### config.mk
export PLATFORM = sky130hd
export DESIGN_NAME = receiver_status_readout
export DESIGN_NICKNAME = d
export VERILOG_FILES = /design/src/rtl/status_readout_pkg.sv /design/src/rtl/pin_sync_if.sv /design/src/rtl/pin_sync.sv /design/src/rtl/receiver_status_readout.sv
export SDC_FILE = /design/constraint.sdc
export NUM_CORES = 1
export LEC_CHECK = 0
export ABC_AREA = 0
export CORE_UTILIZATION = 35
export DETAILED_ROUTE_END_ITERATION = 12
export DONT_BUFFER_PORTS = 1
export SLEW_MARGIN = 20
export SYNTH_ARGS = -nofsm -noshare
export SYNTH_HDL_FRONTEND = slang
export SYNTH_SLANG_ARGS = --single-unit
### constraint.sdc
create_clock -name clock_i -period 1.6 [get_ports clock_i]
set_input_delay 0.24 -clock clock_i [delete_from_list [all_inputs] [get_ports clock_i]]
set_output_delay 0.24 -clock clock_i [all_outputs]
set_load 0.01 [all_outputs]
### src/rtl/status_readout_pkg.sv
// Package of constants for the receiver status readout block.
// Assumes a 20 MHz system clock and a four-wire serial register port.
package status_readout_pkg;

  // Register offsets on the serial register port
  localparam logic [5:0] RADIO_STATE_ADDR  = 6'h35;
  localparam logic [5:0] PKT_STATUS_ADDR   = 6'h38;
  localparam logic [5:0] RX_QUEUE_ADDR     = 6'h3B;

  // Header byte layout: read flag, burst flag, address
  localparam int unsigned HDR_READ_BIT  = 7;
  localparam int unsigned HDR_BURST_BIT = 6;
  localparam int unsigned HDR_ADDR_MSB  = 5;

  // Packet status bit positions
  localparam int unsigned PS_CRC_OK_BIT  = 7;
  localparam int unsigned PS_CARRIER_BIT = 6;
  localparam int unsigned PS_FRAME_BIT   = 3;
  localparam int unsigned PS_PIN_B_BIT   = 2;
  localparam int unsigned PS_PIN_A_BIT   = 0;

  // Queue count layout
  localparam int unsigned RQ_OVERFLOW_BIT = 7;
  localparam int unsigned RQ_LEVEL_W      = 7;

  // Width of the radio state code
  localparam int unsigned STATE_W = 5;

  // Refused-read value and last bit count
  localparam logic [7:0] READ_NONE_VALUE = 8'h00;
  localparam logic [2:0] BIT_COUNT_LAST  = 3'h7;

  // Radio control state codes as reported to the host
  typedef enum logic [4:0] {
    SLEEP_CODE        = 5'h00,
    IDLE_CODE         = 5'h01,
    CRYSTAL_OFF_CODE  = 5'h02,
    MC_OSC_ON_CODE    = 5'h03,
    MC_REG_ON_CODE    = 5'h04,
    MANUAL_CAL_CODE   = 5'h05,
    WAKE_OSC_ON_CODE  = 5'h06,
    WAKE_REG_ON_CODE  = 5'h07,
    CAL_START_CODE    = 5'h08,
    BW_BOOST_CODE     = 5'h09,
    SYNTH_LOCK_CODE   = 5'h0A,
    IF_CONV_ON_CODE   = 5'h0B,
    CAL_END_CODE      = 5'h0C,
    RX_CODE           = 5'h0D,
    RX_END_CODE       = 5'h0E,
    RX_RESTART_CODE   = 5'h0F,
    RX_OVERFLOW_CODE  = 5'h11
  } radio_state_code_t;

  // Serial port sequencer, Gray coded along wait, header, data, done
  typedef enum logic [1:0] {
    PORT_WAIT   = 2'h0,
    PORT_HEADER = 2'h1,
    PORT_DATA   = 2'h3,
    PORT_DONE   = 2'h2
  } port_state_t;

endpackage : status_readout_pkg

### src/rtl/pin_sync_if.sv
// Interface carrying one pin through its synchroniser.
// Assumes the raw level comes from outside the system clock domain.
`timescale 1ns/1ns
interface pin_sync_if;
  logic raw;    // Pin level as it arrives
  logic level;  // Filtered level in the clock domain
  logic rise;   // One-cycle pulse on a filtered rising change
  logic fall;   // One-cycle pulse on a filtered falling change

  modport sync (input raw, output level, output rise, output fall);
  modport user (output raw, input level, input rise, input fall);
endinterface : pin_sync_if

### src/rtl/pin_sync.sv
// Three-flop synchroniser with agreement filter and edge pulses.
// Assumes a synchronous active-high reset on the system clock.
`timescale 1ns/1ns
module pin_sync #(
  parameter logic RESET_LEVEL = 1'b0
) (
  input  wire logic clock_i,
  input  wire logic rst_i,
  pin_sync_if.sync  pin
);

  logic stage1_reg;
  logic stage2_reg;
  logic stage3_reg;
  logic level_reg;
  logic rise_reg;
  logic fall_reg;

  // Shift chain; the first stage feeds only the second
  always_ff @(posedge clock_i) begin
    if (rst_i) begin
      stage1_reg <= RESET_LEVEL;
      stage2_reg <= RESET_LEVEL;
      stage3_reg <= RESET_LEVEL;
    end else begin
      stage1_reg <= pin.raw;
      stage2_reg <= stage1_reg;
      stage3_reg <= stage2_reg;
    end
  end

  // Accept a change only once stages two and three agree, masking glitches
  always_ff @(posedge clock_i) begin
    if (rst_i) begin
      level_reg <= RESET_LEVEL;
      rise_reg  <= 1'b0;
      fall_reg  <= 1'b0;
    end else begin
      rise_reg <= 1'b0;
      fall_reg <= 1'b0;
      if (stage2_reg == stage3_reg && stage3_reg != level_reg) begin
        level_reg <= stage3_reg;
        rise_reg  <= stage3_reg;
        fall_reg  <= ~stage3_reg;
      end
    end
  end

  assign pin.level = level_reg;
  assign pin.rise  = rise_reg;
  assign pin.fall  = fall_reg;

endmodule : pin_sync

### src/rtl/receiver_status_readout.sv
// Status registers of the packet receiver, read over the serial register port.
// Assumes status inputs come from logic on clock_i; port pins are asynchronous
// and the serial clock is well below a quarter of the system clock.
`timescale 1ns/1ns

module receiver_status_readout (
  input  wire logic                                   clock_i,
  input  wire logic                                   rst_i,
  input  wire logic                                   port_select_n_i,
  input  wire logic                                   port_clock_i,
  input  wire logic                                   port_data_i,
  output logic                                        port_data_o,
  output logic                                        port_data_oe_o,
  input  wire logic [status_readout_pkg::STATE_W-1:0] radio_state_code_i,
  input  wire logic                                   crc_check_done_i,
  input  wire logic                                   crc_check_pass_i,
  input  wire logic                                   carrier_sense_i,
  input  wire logic                                   sync_found_i,
  input  wire logic                                   packet_end_i,
  input  wire logic                                   packet_drop_i,
  input  wire logic                                   output_pin_b_level_i,
  input  wire logic                                   output_pin_a_level_i,
  input  wire logic                                   rx_queue_overflow_i,
  input  wire logic [status_readout_pkg::RQ_LEVEL_W-1:0] rx_queue_level_i
);

  pin_sync_if select_pin ();
  pin_sync_if clock_pin ();
  pin_sync_if data_pin ();

  status_readout_pkg::radio_state_code_t state_reg;
  status_readout_pkg::radio_state_code_t state_next;
  status_readout_pkg::port_state_t       port_state_reg;
  logic                                  crc_ok_reg;
  logic                                  carrier_reg;
  logic                                  frame_start_reg;
  logic                                  pin_b_reg;
  logic                                  pin_a_reg;
  logic                                  overflow_reg;
  logic [status_readout_pkg::RQ_LEVEL_W-1:0] level_reg;
  logic [7:0]                            header_reg;
  logic [7:0]                            tx_reg;
  logic [2:0]                            bit_count_reg;
  logic                                  data_out_reg;
  logic                                  data_oe_reg;
  logic                                  rx_entry;
  logic                                  header_last;
  logic [7:0]                            header_full;
  logic [7:0]                            read_value;
  logic [7:0]                            state_byte;
  logic [7:0]                            status_byte;
  logic [7:0]                            count_byte;

  // Port pins pass the three-flop filter before any use
  assign select_pin.raw = port_select_n_i;
  assign clock_pin.raw  = port_clock_i;
  assign data_pin.raw   = port_data_i;

  pin_sync #(.RESET_LEVEL(1'b1)) select_sync (
    .clock_i (clock_i),
    .rst_i   (rst_i),
    .pin     (select_pin)
  );

  pin_sync #(.RESET_LEVEL(1'b0)) clock_sync (
    .clock_i (clock_i),
    .rst_i   (rst_i),
    .pin     (clock_pin)
  );

  pin_sync #(.RESET_LEVEL(1'b0)) data_sync (
    .clock_i (clock_i),
    .rst_i   (rst_i),
    .pin     (data_pin)
  );

  // Map the incoming code; a reserved code holds the last valid one
  always_comb begin
    unique case (radio_state_code_i)
      5'h00, 5'h01, 5'h02: state_next =
        status_readout_pkg::radio_state_code_t'(radio_state_code_i);
      5'h03, 5'h04, 5'h05: state_next =
        status_readout_pkg::radio_state_code_t'(radio_state_code_i);
      5'h06, 5'h07, 5'h08, 5'h09, 5'h0A, 5'h0B, 5'h0C: state_next =
        status_readout_pkg::radio_state_code_t'(radio_state_code_i);
      5'h0D, 5'h0E, 5'h0F: state_next =
        status_readout_pkg::radio_state_code_t'(radio_state_code_i);
      5'h11:   state_next = status_readout_pkg::RX_OVERFLOW_CODE;
      default: state_next = state_reg;
    endcase
  end

  // Live state code register
  always_ff @(posedge clock_i) begin
    if (rst_i) begin
      state_reg <= status_readout_pkg::SLEEP_CODE;
    end else begin
      state_reg <= state_next;
    end
  end

  // Entering receive from elsewhere, or restarting it, clears the CRC match
  assign rx_entry = (state_next == status_readout_pkg::RX_CODE &&
                     state_reg != status_readout_pkg::RX_CODE) ||
                    (state_next == status_readout_pkg::RX_RESTART_CODE &&
                     state_reg != status_readout_pkg::RX_RESTART_CODE);

  // CRC match flag; a check result in the clearing cycle wins
  always_ff @(posedge clock_i) begin
    if (rst_i) begin
      crc_ok_reg <= 1'b0;
    end else if (crc_check_done_i) begin
      crc_ok_reg <= crc_check_pass_i;
    end else if (rx_entry) begin
      crc_ok_reg <= 1'b0;
    end
  end

  // Carrier sense follows its source but is forced low in idle
  always_ff @(posedge clock_i) begin
    if (rst_i) begin
      carrier_reg <= 1'b0;
    end else begin
      carrier_reg <= carrier_sense_i &&
                     (state_next != status_readout_pkg::IDLE_CODE);
    end
  end

  // Frame start flag; a new sync beats a simultaneous end or drop
  always_ff @(posedge clock_i) begin
    if (rst_i) begin
      frame_start_reg <= 1'b0;
    end else if (sync_found_i) begin
      frame_start_reg <= 1'b1;
    end else if (packet_end_i) begin
      frame_start_reg <= 1'b0;
    end else if (packet_drop_i ||
                 state_next == status_readout_pkg::RX_OVERFLOW_CODE) begin
      frame_start_reg <= 1'b0;
    end
  end

  // Pin levels are taken before the output inverter, so invert settings never apply
  always_ff @(posedge clock_i) begin
    if (rst_i) begin
      pin_b_reg <= 1'b0;
      pin_a_reg <= 1'b0;
    end else begin
      pin_b_reg <= output_pin_b_level_i;
      pin_a_reg <= output_pin_a_level_i;
    end
  end

  // Queue occupancy and overflow
  always_ff @(posedge clock_i) begin
    if (rst_i) begin
      overflow_reg <= 1'b0;
      level_reg    <= '0;
    end else begin
      overflow_reg <= rx_queue_overflow_i;
      level_reg    <= rx_queue_level_i;
    end
  end

  // Register images; unused bits are constant zero
  assign state_byte = {3'h0, state_reg};
  always_comb begin
    status_byte = 8'h00;
    status_byte[status_readout_pkg::PS_CRC_OK_BIT]  = crc_ok_reg;
    status_byte[status_readout_pkg::PS_CARRIER_BIT] = carrier_reg;
    status_byte[status_readout_pkg::PS_FRAME_BIT]   = frame_start_reg;
    status_byte[status_readout_pkg::PS_PIN_B_BIT]   = pin_b_reg;
    status_byte[status_readout_pkg::PS_PIN_A_BIT]   = pin_a_reg;
  end
  assign count_byte = {overflow_reg, level_reg};

  // Header as it stands after the current serial clock edge
  assign header_full = {header_reg[6:0], data_pin.level};
  assign header_last = bit_count_reg == status_readout_pkg::BIT_COUNT_LAST;

  // Decode: only burst reads of the three status offsets return data
  always_comb begin
    read_value = status_readout_pkg::READ_NONE_VALUE;
    if (header_full[status_readout_pkg::HDR_READ_BIT] &&
        header_full[status_readout_pkg::HDR_BURST_BIT]) begin
      unique case (header_full[status_readout_pkg::HDR_ADDR_MSB:0])
        status_readout_pkg::RADIO_STATE_ADDR: read_value = state_byte;
        status_readout_pkg::PKT_STATUS_ADDR:  read_value = status_byte;
        status_readout_pkg::RX_QUEUE_ADDR:    read_value = count_byte;
        default:                              read_value = status_readout_pkg::READ_NONE_VALUE;
      endcase
    end
  end

  // Serial port sequencer; header in on rising clock, data out on falling
  always_ff @(posedge clock_i) begin
    if (rst_i || select_pin.level) begin
      port_state_reg <= status_readout_pkg::PORT_WAIT;
      bit_count_reg  <= 3'h0;
      header_reg     <= 8'h00;
      tx_reg         <= 8'h00;
    end else begin
      unique case (port_state_reg)
        status_readout_pkg::PORT_WAIT: begin
          port_state_reg <= status_readout_pkg::PORT_HEADER;
        end
        status_readout_pkg::PORT_HEADER: begin
          if (clock_pin.rise) begin
            header_reg    <= header_full;
            bit_count_reg <= bit_count_reg + 3'h1;
            if (header_last) begin
              tx_reg         <= read_value;
              port_state_reg <= status_readout_pkg::PORT_DATA;
            end
          end
        end
        status_readout_pkg::PORT_DATA: begin
          // The fall that closes the last header bit must not shift: the MSB
          // has to stand until the host samples it on the first data rise
          if (clock_pin.fall && bit_count_reg != 3'h0) begin
            tx_reg <= {tx_reg[6:0], 1'b0};
          end
          if (clock_pin.rise) begin
            bit_count_reg <= bit_count_reg + 3'h1;
            if (header_last) begin
              port_state_reg <= status_readout_pkg::PORT_DONE;
            end
          end
        end
        status_readout_pkg::PORT_DONE: begin
          port_state_reg <= status_readout_pkg::PORT_DONE; // Writes and bursts ignored
        end
      endcase
    end
  end

  // Output pin: driven while selected; zeros outside the data byte
  always_ff @(posedge clock_i) begin
    if (rst_i) begin
      data_out_reg <= 1'b0;
      data_oe_reg  <= 1'b0;
    end else begin
      data_oe_reg  <= ~select_pin.level;
      data_out_reg <= (port_state_reg == status_readout_pkg::PORT_DATA) ? tx_reg[7] : 1'b0;
    end
  end

  assign port_data_o    = data_out_reg;
  assign port_data_oe_o = data_oe_reg;

  // Checks
  crc_clear_a: assert property (@(posedge clock_i) disable iff (rst_i)
    rx_entry && !crc_check_done_i |=> !crc_ok_reg)
    else $error("CRC match not cleared on receive entry");

  crc_set_a: assert property (@(posedge clock_i) disable iff (rst_i)
    crc_check_done_i && crc_check_pass_i |=> crc_ok_reg)
    else $error("CRC match not set after passing check");

  carrier_idle_a: assert property (@(posedge clock_i) disable iff (rst_i)
    radio_state_code_i == 5'h01 |=> !carrier_reg)
    else $error("Carrier sense set in idle");

  frame_set_a: assert property (@(posedge clock_i) disable iff (rst_i)
    sync_found_i |=> frame_start_reg ##1 (frame_start_reg || $past(packet_end_i) ||
    $past(packet_drop_i) || state_reg == status_readout_pkg::RX_OVERFLOW_CODE))
    else $error("Frame start not raised on sync");

  frame_drop_a: assert property (@(posedge clock_i) disable iff (rst_i)
    !sync_found_i && (packet_drop_i || radio_state_code_i == 5'h11) |=> !frame_start_reg)
    else $error("Frame start not dropped");

  state_valid_a: assert property (@(posedge clock_i) disable iff (rst_i)
    state_reg != 5'h10 && state_reg <= 5'h11)
    else $error("Reserved radio state reported");

  pin_level_a: assert property (@(posedge clock_i) disable iff (rst_i)
    ##1 status_byte[2] == $past(output_pin_b_level_i) && status_byte[0] == $past(output_pin_a_level_i))
    else $error("Pin level bits do not follow internal levels");

  queue_count_a: assert property (@(posedge clock_i) disable iff (rst_i)
    ##1 count_byte == {$past(rx_queue_overflow_i), $past(rx_queue_level_i)})
    else $error("Queue count does not follow queue");

  unused_zero_a: assert property (@(posedge clock_i) disable iff (rst_i)
    status_byte[1] == 1'b0 && status_byte[5:4] == 2'h0 && state_byte[7:5] == 3'h0)
    else $error("Unused status bit not zero");

endmodule : receiver_status_readout

=== Yosys cells after proc, flatten, opt, wreduce, memory -nomap -nowiden ===
Cells that the tools add are included.

* Register bits: 54
* Bits of input ports: 26
* Output and inout port bits: 2
* Logic and storage cells: 115

* Add/subtract/negate cells: 1
* Eq/ne operators: 40
* Mux-type cells: 17
* Bitwise logic cells: 4
* Reductions and logical operators: 25

{| class="wikitable"
|+ Operators with widths
! kind !! number
|-
| $eq A5 B4 Y1 const B || 10
|-
| $mux W8 || 4
|-
| $pmux W8 S3 || 1
|-
| $eq A5 B3 Y1 const B || 4
|-
| $eq A6 B6 Y1 const B || 3
|-
| $pmux W8 S2 || 1
|-
| $reduce_or A16 Y1 || 1
|-
| $eq A5 B2 Y1 const B || 2
|-
| $eq A5 B5 Y1 const B || 2
|-
| $ne A5 B4 Y1 const B || 2
|-
| $pmux W5 S2 || 1
|-
| $logic_and A1 B1 Y1 || 8
|-
| $mux W2 || 4
|-
| $pmux W2 S4 || 1
|-
| $reduce_and A4 Y1 || 2
|-
| $ne A2 B2 Y1 const B || 3
|-
| $reduce_bool A3 Y1 || 2
|-
| $reduce_or A2 Y1 || 3
|-
| $eq A5 B1 Y1 const B || 1
|-
| $logic_not A5 Y1 || 1
|-
| $mux W1 || 5
|-
| $ne A5 B1 Y1 const B || 1
|-
| $eq A2 B2 Y1 const B || 2
|-
| $ne A2 B1 Y1 const B || 2
|-
| other kinds (10) || 21
|}

=== Longest topological paths before layout ===
* Depth after elaboration: 8
* Gate-level depth with buffers: 8
* Mapped depth without buffers: 7

=== By module ===
From an unflattened synthesis, not the netlist that was laid out.

* Cell total of the unflattened synthesis: 226
* Area, all modules: 2228.4 µm²

{| class="wikitable"
|+ By module, submodules not included
! module !! instances !! cells an instance !! area each (µm²) !! sequential area each (µm²)
|-
| receiver_status_readout || 1 || 183 || 1696.6 || 800.8
|-
| pin_sync (clock_sync ...) || 2 || 14 || 177.7 || 120.1
|-
| pin_sync (select_sync) || 1 || 15 || 176.4 || 120.1
|}

=== Worst setup path after synthesis ===
OpenSTA, ideal clock, no wires.

* Path kind: reg2reg
* Start point: register bit_count_reg[0]
* End point: register tx_reg[7]
* Setup time: 0.120 ns
* Arrival time: 1.352 ns
* Data required time: 1.480 ns
* Slack: 0.127 ns
* Stages on the path, launching flop included: 9
* Buffers on the path: 1
* Period minus slack after synthesis: 1.473 ns
* Cells stage by stage: dfxtp_1 -> ha_1 -> ha_1 -> nand2_1 -> o22ai_1 -> and2_1 -> buf_4 -> o21ai_0 -> a21oi_1

* Cells in the longest elaborated chain, start to end: 4
* Elaborated cells on any way between the ends: 6
* Those cells by class: eq/ne (3); reduce/logical (3)

{| class="wikitable"
|+ Ends and longest elaborated chain
! what !! RTL line !! RTL
|-
| from (decl) || receiver_status_readout.sv:43 || <nowiki>logic [2:0] bit_count_reg;</nowiki>
|-
| from (signal assigned) || receiver_status_readout.sv:210 || <nowiki>bit_count_reg <= bit_count_reg + 3'h1;</nowiki>
|-
| from (signal assigned) || receiver_status_readout.sv:224 || <nowiki>bit_count_reg <= bit_count_reg + 3'h1;</nowiki>
|-
| $reduce_bool A3 Y1 || receiver_status_readout.sv:220 || <nowiki>if (clock_pin.fall && bit_count_reg != 3'h0) begin</nowiki>
|-
| $logic_and A1 B1 Y1 || receiver_status_readout.sv:220 ||
|-
| $ne A2 B2 Y1 (no line) || - ||
|-
| $reduce_and A4 Y1 (no line) (*) || - ||
|-
| to (signal assigned) || receiver_status_readout.sv:212 || <nowiki>tx_reg <= read_value;</nowiki>
|-
| to (signal assigned) || receiver_status_readout.sv:221 || <nowiki>tx_reg <= {tx_reg[6:0], 1'b0};</nowiki>
|-
| to (decl) || receiver_status_readout.sv:42 || <nowiki>logic [7:0] tx_reg;</nowiki>
|}

Mark *: on every way between the ends. The rest lies on a longest branch, timed or not.
A chain may end at the register's enable or synchronous reset.

=== Worst setup path after layout ===
Same ends and word-level chain as after synthesis.

==> impl_results.md <==
- Status: complete, no violations
- Adder-Cell Fraction of Synth Area: roughly 1.8%
- Synth warn: 0
- CTS Buf Count: 5
- Min-Delay Path Class: primary input to flop
- Final GP Congestion: about 0.78
- Routed len/inst: 12.7 um
- DRC errors left: 0
- Starting Density: approximately 36%
- Avg Cell Area, Syn: approximately 10 um^2
- Fill cell count: about 600
- Complex-gate fraction of the synthesized area: about 17%
- Core Util, Final: 39.8%
- Max cap viols: 0
- IO buf count: 0
- Area delta synth->final: 10.1%
- Clock Skew: 9.33 ps
- Row cnt: 28
- Pwr dens: 975 mW/mm^2
- Worst vdd ir: 701 uV
- M1 WL: 1980 um
- XOR/XNOR share of the synthesized area: 0.412%
- #FFs+latches synth: 54
- Final HPWL DP: 2640 um
- Worst hold slack: approximately 6.5 ps
- Routed wl met2: ~1600 um
- Synth top area cells: dfxtp_1 (51%), nor2b_1 (5.6%), a21oi_1 (3.8%)
- Largest net degree at the start of global routing: 27
- First-pass GRT wire length: roughly 6300 um
- CTS tree: yes
- Die ar.: 0.00640 mm^2
- Met3 routed WL: ~160 um
- Final Max Slew Viols: 0
- H-tree lvl count: 2
- 1st-iter DRT viols: roughly 70
- Fin. Hold Viols: 0
- Most numerous cell in the Yosys netlist: dfxtp_1
- Longest Clk Path Bufs: 2
- Clock root cell: clkbuf_8
- Synth area leader: dfxtp_1
- Vias/cell: 5.00
- Final net count: around 250
- I/O pins: 28
- Die Ht: between 70 and 80 um
- Vias in the first global route: around 1300
- Antenna cells: 0
- Clock period minus worst slack: around 1500 ps
- GRT Total Usage: about an eighth
- Critical path arrival: roughly 1700 ps
- Max stage delay on crit path: 330 ps
- Top Metal Used: met4
- Multi-input combinational cell area: around 980 um^2
- Synth top area share: approximately half
- CP Buf/Inv Count: 1
- Final setup viols: 0
- Crit Path Max Fanout: 7
- Mux share of post-synthesis cell area: 3.29%
- Via Count: 1489
- Slew @ Worst Pin: 963 ps
- Main synth FF type: dfxtp_1
- EDFF count, synth: 0
- Leak: 0.906 nW
- Initial antenna violation count: 0
- Peak Freq: roughly 0.65 GHz
- Reg area: 0.00108 mm^2
- Cells after synthesis: 219
- DRT antenna net count: 0
- Delay-heaviest family, CP: adder cells
- Endpoint class of the critical path: flop
- # clock sinks: 54
- Post-Syn Area: around 0.0021 mm^2
- Main combinational cell family by area after synthesis: simple AND/OR/NAND/NOR gates
- Clock-pin transition on the worst setup and hold timing paths: 100 ps
- Setup slack, reg-to-reg: 70 ps
- Core area: 0.00589 mm^2
- Aggregate global routing overflow: 0
- Synth Area in Simple Gates: approximately 22%
- Slowest-stage cell, CP: dfxtp_2
- Fin crit share: a little over nine tenths
- Largest register FFs: 8
- Worst-Skew Late Latency: 310 ps
- Post-CTS setup buffers: 0
- Syn Nets: 248
- Post-synthesis sequential area ratio: 50.8%
- Layout cell share with drive strength beyond 1: 13.5%
- Rel. slew slack: 35.8%
- Critical path class: flop to flop
- Drt pass-1 iters: 4
- Most frequent cells after synthesis: dfxtp_1 (54), nor2_1 (19), nor2b_1 (19), a21oi_1 (16), nand2_1 (12)
- WP data required: 1810 ps
- Critical-path cell list: ha_1 > ha_1 > nand2_1 > o22ai_2 > and2_4 > buf_4 > o21ai_0 > a21oi_1
- Cell variety after synth: 46
- Ys async rst share: 0%
- CP Launch Type: flop
- Die width: 80.0 um
- Final WL: 3780 um
- CP most frequent cell: ha_1
-- layout by cell type, fill, tap and decap left out, drive strengths merged, types with 3 or more instances in the layout --
cell / netlist / layout
a211oi: 3 / 3
a21oi: 16 / 16
a22o: 7 / 7
a22oi: 4 / 4
a31oi: 3 / 3
and2: 4 / 4
buf: 6 / 6
clkbuf: 5 / 6
dfxtp: 54 / 54
ha: 3 / 3
inv: 6 / 6
mux2i: 7 / 7
nand2: 12 / 12
nand3: 3 / 3
nor2: 19 / 19
nor2b: 19 / 19
nor3: 3 / 3
nor4b: 4 / 4
o211ai: 3 / 3
o21ai: 8 / 8
o22ai: 4 / 4
or2: 5 / 5
-- cell families after synthesis --
logic type      Yosys count
mux                       7
buf+inv                  17
flops                    54
xor+xnor                  1
fa+ha+maj                 3
compound gates           55
simple gates             82
-- final timing paths --
path                                     start                           endpoint  cells after the start
max reg2reg      bit_count_reg[0]$_SDFFE_PP0P_             tx_reg[7]$_SDFFE_PP0P_                      8
max              bit_count_reg[0]$_SDFFE_PP0P_             tx_reg[7]$_SDFFE_PP0P_                      8
min reg2reg  select_sync.stage1_reg$_SDFF_PP1_  select_sync.stage2_reg$_SDFF_PP1_                      1
min                                      rst_i            crc_ok_reg$_SDFFE_PP0P_                      1
-- power by group --
part           internal, mW  leakage [nW]  switching, mW  total, mW
combinational        0.0373         0.412         0.0356     0.0729
clock                 0.357        0.0514          0.459      0.816
sequential             1.38         0.442         0.0171       1.40
total                  1.77         0.906          0.511       2.28
-- through the flow --
step / cell area (um^2) / worst slack, ps / power, mW / std cells / TNS [ps]
CTS: 2320 / 26.8 / 2.31 / 298 / 0
floorplan: 2130 / 127 / 1.49 / 219 / 0
global placement: 2210 / 43.4 / 1.49 / 289 / 0
finish: 2340 / 66.3 / 2.28 / 298 / 0
detailed placement: 2210 / 6.08 / 1.49 / 289 / 0
global route: 2340 / -22.5 / 2.37 / 298 / -101
-- routing by layer --
layer / vias to the layer above / track usage (%)
li1: 772 / -
met1: 684 / 17.4
met2: 28 / 19.1
met3: 5 / 3.89
met4: 0 / 5.89
met5: - / 0
-- layout make-up --
| cell class | instances | area share, % |
|---|---|---|
| Sequential cell | 54 | 46.3 |
| Multi-Input combinational cell | 148 | 42.0 |
| Tap cell | 75 | 4.01 |
| Clock buffer | 6 | 3.53 |
| Timing Repair Buffer | 7 | 2.46 |
| Inverter | 6 | 0.962 |
| Clock inverter | 2 | 0.748 |
-- timing repair --
item,4_1_cts,5_1_grt
gates resized for setup,1,8
setup endpoints to repair,1,9
pin swaps,0,0
endpoints found under the hold margin,26,0
hold buffers,1,0
No activity file was read; power rests on OpenSTA's default activity.
